`src/rtl/merl_pkg.sv`:
```
// Package of constants for the module error and lock address registers.
//
// Contract
// - Any set module error bit also raises the summary error flag, bus error bit 18.
// - Arbitration drop flag, bit 10, sets when a winner drives no command.
// - Arbitration drop captures that cycle's bus command and address.
// - Arbitration collision flag, bit 9, sets on a request in an illegal slot.
// - Cache data double error flag, bit 8, sets on uncorrectable unload data.
// - Cache data single error flag, bit 7, sets on single-bit unload error.
// - Either data error captures address and syndrome.
// - Cache map parity flag, bit 6, sets on map parity error; address captured.
// - Cache status parity flag, bit 5, sets on status RAM parity error.
// - Cache tag parity flag, bit 4, sets on tag RAM parity error.
// - Tag/status errors: probe captures command address; miss sets status bit 0, fill address.
// - Processor-map parity field, bits 3:0, one per map RAM; address captured.
// - Lock register holds latest load-locked memory address and a valid bit.
// - Lock valid bit 31 stays set until a bus write hits the 64-byte block or a one is written to it.
// - Lock valid bit decides store-conditional success.
// - A bus write to the locked block clears the lock valid bit.
// - Lock address field bits 28:1 holds physical address bits 33:6.
// - With lockout mode nonzero, count failures; assert lockout after 1, 8, 16 or 32.
package merl_pkg;
  localparam logic [11:0] MERL_MERR_OFF      = 12'hc40;
  localparam logic [11:0] MERL_LOCK_OFF      = 12'hc80;
  localparam logic [11:0] MERL_MODE_OFF      = 12'hc00;
  localparam int          MERL_ARBITRATION_DROP_FLAG_BIT   = 10;
  localparam int          MERL_ARBITRATION_COLLISION_FLAG_BIT    = 9;
  localparam int          MERL_DBE_BIT       = 8;
  localparam int          MERL_SBE_BIT       = 7;
  localparam int          MERL_MAP_BIT       = 6;
  localparam int          MERL_STAT_BIT      = 5;
  localparam int          MERL_TAG_BIT       = 4;
  localparam int          MERL_ERR_W         = 11;
  localparam int          MERL_SUMMARY_BIT   = 18;
  localparam int          MERL_LOCK_BIT      = 31;
  localparam int          MERL_LOCKED_BLOCK_ADDRESS_LO       = 1;
  localparam int          MERL_LOCKED_BLOCK_ADDRESS_HI       = 28;
  localparam int          MERL_PA_W          = 34;
  localparam int          MERL_TO_LO         = 8;
  localparam int          MERL_LMODE_LO      = 6;
  localparam logic [10:0] MERL_ERR_RST       = 11'h000;
  localparam logic [27:0] MERL_LOCKED_BLOCK_ADDRESS_RST      = 28'h0000000;
  localparam logic [5:0]  MERL_TH_1          = 6'h01;
  localparam logic [5:0]  MERL_TH_8          = 6'h08;
  localparam logic [5:0]  MERL_TH_16         = 6'h10;
  localparam logic [5:0]  MERL_TH_32         = 6'h20;
  typedef enum logic [1:0] {
    MERL_TO_1  = 2'b00,
    MERL_TO_8  = 2'b01,
    MERL_TO_16 = 2'b10,
    MERL_TO_32 = 2'b11
  } merl_to_t;
endpackage

```
`src/rtl/merl_regs.sv`:
```
// Module error register, lock address register and lockout counter.
//
// The plain strobed port is this design's own decision.
`default_nettype none
module merl_regs (
  // Clock and reset.
  input  wire logic                          clock,
  input  wire logic                          sys_rst,
  // Register port.
  input  wire logic [11:0]                   reg_addr,
  input  wire logic [31:0]                   reg_wdata,
  input  wire logic                          reg_wr,
  input  wire logic                          reg_rd,
  output logic      [31:0]                   reg_rdata,
  // Bus error events and bus cycle data.
  input  wire logic                          arb_drop_evt,
  input  wire logic                          arb_col_evt,
  input  wire logic [31:0]                   bus_cmd_addr,
  input  wire logic                          bus_wr_evt,
  input  wire logic [merl_pkg::MERL_PA_W-1:0] bus_wr_pa,
  // Cache error events.
  input  wire logic                          data_dbe_evt,
  input  wire logic                          data_sbe_evt,
  input  wire logic [31:0]                   data_err_addr,
  input  wire logic [7:0]                    data_syndrome,
  input  wire logic                          map_pe_evt,
  input  wire logic                          stat_pe_evt,
  input  wire logic                          tag_pe_evt,
  input  wire logic                          pe_from_miss,
  input  wire logic [3:0]                    pmap_pe_evt,
  input  wire logic [31:0]                   pe_addr,
  // Processor lock traffic.
  input  wire logic                          ld_lock_evt,
  input  wire logic [merl_pkg::MERL_PA_W-1:0] ld_lock_pa,
  input  wire logic                          st_cond_evt,
  // Results.
  output logic                               st_cond_ok,
  output logic                               node_specific_error_summary,
  output logic                               biu_fill_err_r,
  output logic      [31:0]                   error_command_capture_r,
  output logic      [7:0]                    error_syndrome_capture_r,
  output logic      [31:0]                   fill_addr_r,
  output logic                               bus_lockout_r
);
  import merl_pkg::*;

  logic [MERL_ERR_W-1:0] err_r;
  logic [MERL_ERR_W-1:0] err_set;
  logic                  lock_r;
  logic [27:0]           locked_block_address_r;
  logic [1:0]            lmode_r;
  logic [1:0]            to_r;
  logic [5:0]            fail_r;
  logic [5:0]            thresh;
  logic                  wr_merr;
  logic                  wr_lock;
  logic                  lock_hit;
  logic                  sc_fail;

  assign wr_merr = reg_wr && (reg_addr == MERL_MERR_OFF);
  assign wr_lock = reg_wr && (reg_addr == MERL_LOCK_OFF);

  always_comb begin
    err_set                   = '0;
    err_set[MERL_ARBITRATION_DROP_FLAG_BIT] = arb_drop_evt;
    err_set[MERL_ARBITRATION_COLLISION_FLAG_BIT]  = arb_col_evt;
    err_set[MERL_DBE_BIT]     = data_dbe_evt;
    err_set[MERL_SBE_BIT]     = data_sbe_evt;
    err_set[MERL_MAP_BIT]     = map_pe_evt;
    err_set[MERL_STAT_BIT]    = stat_pe_evt;
    err_set[MERL_TAG_BIT]     = tag_pe_evt;
    err_set[3:0]              = pmap_pe_evt;
  end

  // A new event in the clearing cycle survives, so no error is ever lost.
  always_ff @(posedge clock) begin
    if (sys_rst) begin
      err_r <= MERL_ERR_RST;
    end else if (wr_merr) begin
      err_r <= (err_r & ~reg_wdata[MERL_ERR_W-1:0]) | err_set;
    end else begin
      err_r <= err_r | err_set;
    end
  end

  assign node_specific_error_summary = |err_r;

  // Earlier sources in this chain take priority when several fire together.
  always_ff @(posedge clock) begin
    if (sys_rst) begin
      error_command_capture_r  <= 32'h00000000;
      error_syndrome_capture_r <= 8'h00;
      fill_addr_r              <= 32'h00000000;
      biu_fill_err_r           <= 1'b0;
    end else begin
      if (arb_drop_evt) begin
        error_command_capture_r <= bus_cmd_addr;
      end else if (data_dbe_evt || data_sbe_evt) begin
        error_command_capture_r  <= data_err_addr;
        error_syndrome_capture_r <= data_syndrome;
      end else if (map_pe_evt || (|pmap_pe_evt)) begin
        error_command_capture_r <= pe_addr;
      end else if ((tag_pe_evt || stat_pe_evt) && !pe_from_miss) begin
        error_command_capture_r <= pe_addr;
      end
      if ((tag_pe_evt || stat_pe_evt) && pe_from_miss) begin
        biu_fill_err_r <= 1'b1;
        fill_addr_r    <= pe_addr;
      end
    end
  end

  assign lock_hit = bus_wr_evt && (bus_wr_pa[MERL_PA_W-1:6] == locked_block_address_r);

  // A load-locked in the same cycle as a clearing write wins: it is newer.
  always_ff @(posedge clock) begin
    if (sys_rst) begin
      lock_r <= 1'b0;
      locked_block_address_r <= MERL_LOCKED_BLOCK_ADDRESS_RST;
    end else if (ld_lock_evt) begin
      lock_r <= 1'b1;
      locked_block_address_r <= ld_lock_pa[MERL_PA_W-1:6];
    end else if (lock_hit || (wr_lock && reg_wdata[MERL_LOCK_BIT])) begin
      lock_r <= 1'b0;
    end
  end

  assign st_cond_ok = lock_r;
  assign sc_fail    = st_cond_evt && !lock_r;

  always_ff @(posedge clock) begin
    if (sys_rst) begin
      lmode_r <= 2'b00;
      to_r    <= 2'b00;
    end else if (reg_wr && (reg_addr == MERL_MODE_OFF)) begin
      lmode_r <= reg_wdata[MERL_LMODE_LO +: 2];
      to_r    <= reg_wdata[MERL_TO_LO +: 2];
    end
  end

  always_comb begin
    case (merl_to_t'(to_r))
      MERL_TO_1:  thresh = MERL_TH_1;
      MERL_TO_8:  thresh = MERL_TH_8;
      MERL_TO_16: thresh = MERL_TH_16;
      default:    thresh = MERL_TH_32;
    endcase
  end

  // Lockout holds until a store-conditional succeeds or the mode is turned off.
  always_ff @(posedge clock) begin
    if (sys_rst || lmode_r == 2'b00) begin
      fail_r        <= 6'h00;
      bus_lockout_r <= 1'b0;
    end else if (st_cond_evt && lock_r) begin
      fail_r        <= 6'h00;
      bus_lockout_r <= 1'b0;
    end else if (sc_fail) begin
      if (fail_r + 6'h01 >= thresh) begin
        bus_lockout_r <= 1'b1;
      end
      if (fail_r != MERL_TH_32) begin
        fail_r <= fail_r + 6'h01;
      end
    end
  end

  always_ff @(posedge clock) begin
    if (sys_rst) begin
      reg_rdata <= 32'h00000000;
    end else if (reg_rd) begin
      if (reg_addr == MERL_MERR_OFF) begin
        reg_rdata <= {21'h0, err_r};
      end else if (reg_addr == MERL_LOCK_OFF) begin
        reg_rdata <= {lock_r, 2'b00, locked_block_address_r, 1'b0};
      end else if (reg_addr == MERL_MODE_OFF) begin
        reg_rdata <= {22'h0, to_r, lmode_r, 6'h00};
      end else begin
        reg_rdata <= 32'h00000000;
      end
    end else begin
      reg_rdata <= 32'h00000000;
    end
  end

  summary_a: assert property (@(posedge clock) disable iff (sys_rst)
    (|err_r) |-> node_specific_error_summary) else $error("summary flag missing");
  drop_set_a: assert property (@(posedge clock) disable iff (sys_rst)
    arb_drop_evt |=> err_r[MERL_ARBITRATION_DROP_FLAG_BIT]) else $error("drop flag not set");
  drop_cap_a: assert property (@(posedge clock) disable iff (sys_rst)
    arb_drop_evt |=> error_command_capture_r == $past(bus_cmd_addr))
    else $error("drop capture wrong");
  col_set_a: assert property (@(posedge clock) disable iff (sys_rst)
    arb_col_evt |=> err_r[MERL_ARBITRATION_COLLISION_FLAG_BIT]) else $error("collision flag not set");
  w1c_clear_a: assert property (@(posedge clock) disable iff (sys_rst)
    (wr_merr && reg_wdata[MERL_SBE_BIT] && !data_sbe_evt) |=> !err_r[MERL_SBE_BIT])
    else $error("flag not cleared");
  miss_fill_a: assert property (@(posedge clock) disable iff (sys_rst)
    ((tag_pe_evt || stat_pe_evt) && pe_from_miss) |=>
    biu_fill_err_r && fill_addr_r == $past(pe_addr))
    else $error("miss capture wrong");
  lock_set_a: assert property (@(posedge clock) disable iff (sys_rst)
    ld_lock_evt |=> lock_r && locked_block_address_r == $past(ld_lock_pa[MERL_PA_W-1:6]))
    else $error("lock not loaded");
  lock_hit_a: assert property (@(posedge clock) disable iff (sys_rst)
    (lock_hit && !ld_lock_evt) |=> !lock_r) else $error("lock not cleared");
  sc_lockout_a: assert property (@(posedge clock) disable iff (sys_rst)
    (lmode_r != 2'b00 && sc_fail && (fail_r + 6'h01 >= thresh)) |=> bus_lockout_r)
    else $error("lockout missing");
endmodule
`default_nettype wire

```
`config.mk`:
```
export PLATFORM = sky130hd
export DESIGN_NAME = merl_regs
export DESIGN_NICKNAME = d
export VERILOG_FILES = /design/src/rtl/merl_pkg.sv /design/src/rtl/merl_regs.sv
export SDC_FILE = /design/constraint.sdc
export NUM_CORES = 1
export LEC_CHECK = 0
export BUFFER_PORTS_ARGS = -buffer_cell sky130_fd_sc_hd__clkbuf_2
export CORE_ASPECT_RATIO = 0.6
export CORE_MARGIN = 10
export CORE_UTILIZATION = 42
export CTS_BUF_LIST = sky130_fd_sc_hd__clkbuf_4
export DETAILED_ROUTE_END_ITERATION = 8
export PLACE_DENSITY = 0.84
export SETUP_SLACK_MARGIN = 0.3
export SYNTH_ARGS = -nofsm -noshare
export SYNTH_HDL_FRONTEND = slang
export SYNTH_SLANG_ARGS = --single-unit
```
`constraint.sdc`:
```
create_clock -name clock -period 1.9 [get_ports clock]
set_input_delay 0.38 -clock clock [delete_from_list [all_inputs] [get_ports clock]]
set_output_delay 0.38 -clock clock [all_outputs]
set_load 0.005 [all_outputs]
```
==> qor.csv <==
stage;metric;value;unit
status;status;complete, no violations;
finish;multiInputGateArea;0.00341;mm^2
critical_path;crit-reg2reg-launch;fail_r[0];
critical_path;timing_worst_setup_path_type;reg2out;
synth;syn_area;0.00654;mm^2
global_route;groute.usage.overall;20.1;%
sta;finalHoldWorstSlack;0.0625;ns
synth;synth.ff_latch_count;154;
finish;drive_above_1_share;38.0;%
placement;gpl.final_weighted_congestion;0.859;
clock_tree;clockBufferDepth;2;
sta;final_max_slew_viol_count;0;
critical_path;cp-startpoint;err_r[10];
sta;timing.fmax;548;MHz
sta;final.min_clock_period;1.82;ns
clock_tree;cts_inserted_buffers;17;
sta;transition_time_at_the_pin_with_the_least_slew_margin;0.609;ns
clock_tree;clock_insertion_delay_worst_skew;0.53;ns
synth;share_of_flip_flops_with_an_asynchronous_set_or_reset_after_synthesis;0;%
finish;synthesis_to_layout_area_growth;36.6;%
sta;slew-limit-headroom;59.2;%
critical_path;setup.worst_path.end_class;output pin;
synth;synth_area_leader_cell;sky130_fd_sc_hd__dfxtp_1;
die;design.portCount;343;
sta;final-setup-viol-count;0;
sta;layout_worst_path_cycle_share;96.0;%
synth;yosys.cell_count.top_type;sky130_fd_sc_hd__dfxtp_1;
clock_tree;cts_tree;done;
route;drc;0;
synth;synth-main-ff-cell;sky130_fd_sc_hd__dfxtp_1;
sta;rsz0062_at_grt;true;
placement;sum_of_net_half_perimeters_after_detailed_placement;17.2;mm
critical_path;setup.reg_to_reg.worst_slack;0.31;ns
critical_path;timing.rr.end;bus_lockout_r;
critical_path;crit_end;node_specific_error_summary;
die;coreArea;0.0153;mm^2
run;max_cap_violations;0;
sta;worst_slack;0.0754;ns
global_route;grt-ovfl-total;0;
min_path;min-delay-path-class;in2reg;
synth;syn_area_per_cell;8.74;um^2
global_route;grt_antenna_before_repair;2;
power_and_ir_drop;powerDensity;727;mW/mm^2
die;placement_rows;35;
route;route.detailed.vias_per_inst;4.96;
synth;part_of_the_yosys_area_used_for_sequential_elements;47.1;%
placement;placedCellCount;1230;
clock_tree;cts.reportedPaths.clkPinSlew;0.15;ns
power_and_ir_drop;max-vdd-ir-drop;0.447;mV
power_and_ir_drop;leakagePower;4.13;nW
die;die-width;181;um
synth;yosysWarnings;0;
die;initial_core_util;42.7;%
synth;ys_top_cells_by_count;sky130_fd_sc_hd__dfxtp_1, sky130_fd_sc_hd__nand2_1, sky130_fd_sc_hd__nor2_1;
critical_path;worst_ep_arrival;1.44;ns
route;drtIter0Drc;338;
global_route;grt_pass1_vias;6473;
finish;post-route-cell-area;0.00894;mm^2
global_route;grt_start_max_net_pins;68;
synth;synth_top_area_share;47.1;%
finish;register_area;0.00311;mm^2
critical_path;worstSetupStartpointType;register;
clock_tree;cts_root_buffer;sky130_fd_sc_hd__clkbuf_4;
placement;portBuffers;308;
synth;synth_edf_count;0;
synth;postSynthCellCount;749;
placement;pre_cts_ws;-0.257;ns
clock_tree;ctsHtreeMaxLevel;4;
die;design.die.area;0.0211;mm^2
finish;finish.cell_count_without_fillers;1275;
route;totalWireLength;22.2;mm
synth;synth_cell_type_count;40;
sta;finalHoldViolCount;0;
global_route;grt_first_pass_wirelength;34.3;mm
route;detailed_router_iteration_count_before_antenna_repair;5;
critical_path;crit_path_max_fanout;3;
placement;placement_cell_area;0.00836;mm^2
finish;fillCellCount;1352;
route;detail_route.wl_per_cell;17.4;um
route;via_count_of_the_routed_design;6322;
sta;clock_skew;0.0294;ns
power_and_ir_drop;total_power;6.50;mW
finish;final_core_utilization;58.3;%
critical_path;ff2ff_path_depth;7;
critical_path;cp_required;1.52;ns
route;drt.antenna.violating_nets;0;
sta;final.setup.tns;0;ns
die;die-height;117;um
clock_tree;clock_sink_count;154;
finish;layout.nets;1297;
synth;ys_top_cells_by_area;sky130_fd_sc_hd__dfxtp_1, sky130_fd_sc_hd__mux2i_1, sky130_fd_sc_hd__nand2_1;
## per-layer routing
metal  GRT usage, %  share of wire, %
met5              0                 0
met4           5.23              0.67
met3           8.38               9.6
met2           32.1                47
met1           24.6                43
## worst max-delay path, stage by stage (launching register included)
cell                       delay, ns
sky130_fd_sc_hd__dfxtp_2        0.37
sky130_fd_sc_hd__nor4_4         0.28
sky130_fd_sc_hd__nand3_1        0.14
sky130_fd_sc_hd__clkbuf_2       0.14
## flip-flops by register name, indices dropped and copies added, names as in the netlist
register                  flops
biu_fill_err_r                1
bus_lockout_r                 1
err_r                        11
error_command_capture_r      32
error_syndrome_capture_r      8
fail_r                        6
fill_addr_r                  32
lmode_r                       2
locked_block_address_r       28
reg_rdata                    30
st_cond_ok                    1
to_r                          2
## timing repair
item | CTS | global route
resized for setup | 19 | 25
cloned | 0 | 0
setup endpoints to repair | 3 | 8
hold endpoints to repair | 0 | 2
pin swaps | 13 | 16
hold buffers | 0 | 2
setup buffers | 3 | 5
## area by class of cell
type                       instances  area share (%)
clock inverter                    15            2.03
sequential                       154            34.8
antenna                            3          0.0840
inverter                           4           0.168
clock buffer                      17            1.43
tap                              203            2.84
multi-input combinational        544            38.2
timing repair buffer             335            20.5
## how the worst min path moves through the flow
stage | from | endpoint | slack [ns] | depth (start not counted)
floorplan | err_r[0] | reg_rdata[0] | 0.42 | 2
global placement | fill_addr_r[22] | fill_addr_r[22] | 0.44 | 2
detailed placement | fill_addr_r[29] | fill_addr_r[29] | 0.45 | 2
CTS | data_syndrome[0] | error_syndrome_capture_r[0] | 0.004 | 3
global route | pe_addr[22] | fill_addr_r[22] | 0.004 | 3
finish | pe_addr[3] | fill_addr_r[3] | 0.06 | 3
## placed cells by master (no fill, tap or decap), drive strengths merged, types with 2 or more instances in the layout
master | Yosys | routed
clkbuf | 37 | 324
dfxtp | 154 | 154
nand2 | 117 | 117
nor2 | 111 | 111
mux2i | 96 | 96
a21oi | 59 | 59
o21ai | 35 | 35
buf | 11 | 26
xor2 | 21 | 21
and2 | 19 | 19
nand4 | 15 | 15
xnor2 | 14 | 14
inv | 4 | 10
nor4 | 9 | 9
nor3 | 7 | 7
a22oi | 6 | 6
ha | 6 | 6
nand3 | 5 | 5
clkinv | 0 | 5
diode | 0 | 3
nand2b | 3 | 3
clkinvlp | 0 | 3
nor2b | 3 | 3
or3 | 2 | 2
a211o | 2 | 2
conb | 1 | 2
dlygate4sd3 | 0 | 2
nand3b | 2 | 2
## report_power, final
part           switching [mW]  internal [mW]
sequential              0.105           3.38
clock                    1.36          0.727
combinational           0.478          0.449
## cells by family after synthesis
group	synth area share [%]
and+or+nand+nor	20.3
muxes	14.7
xor gates and xnor gates	4.69
other	0.0573
DFF	47.1
adders and majority gates	1.15
buffers and inverters	3.29
AOI/OAI and AO/OA	8.66
(Power assumes the default switching activity.)
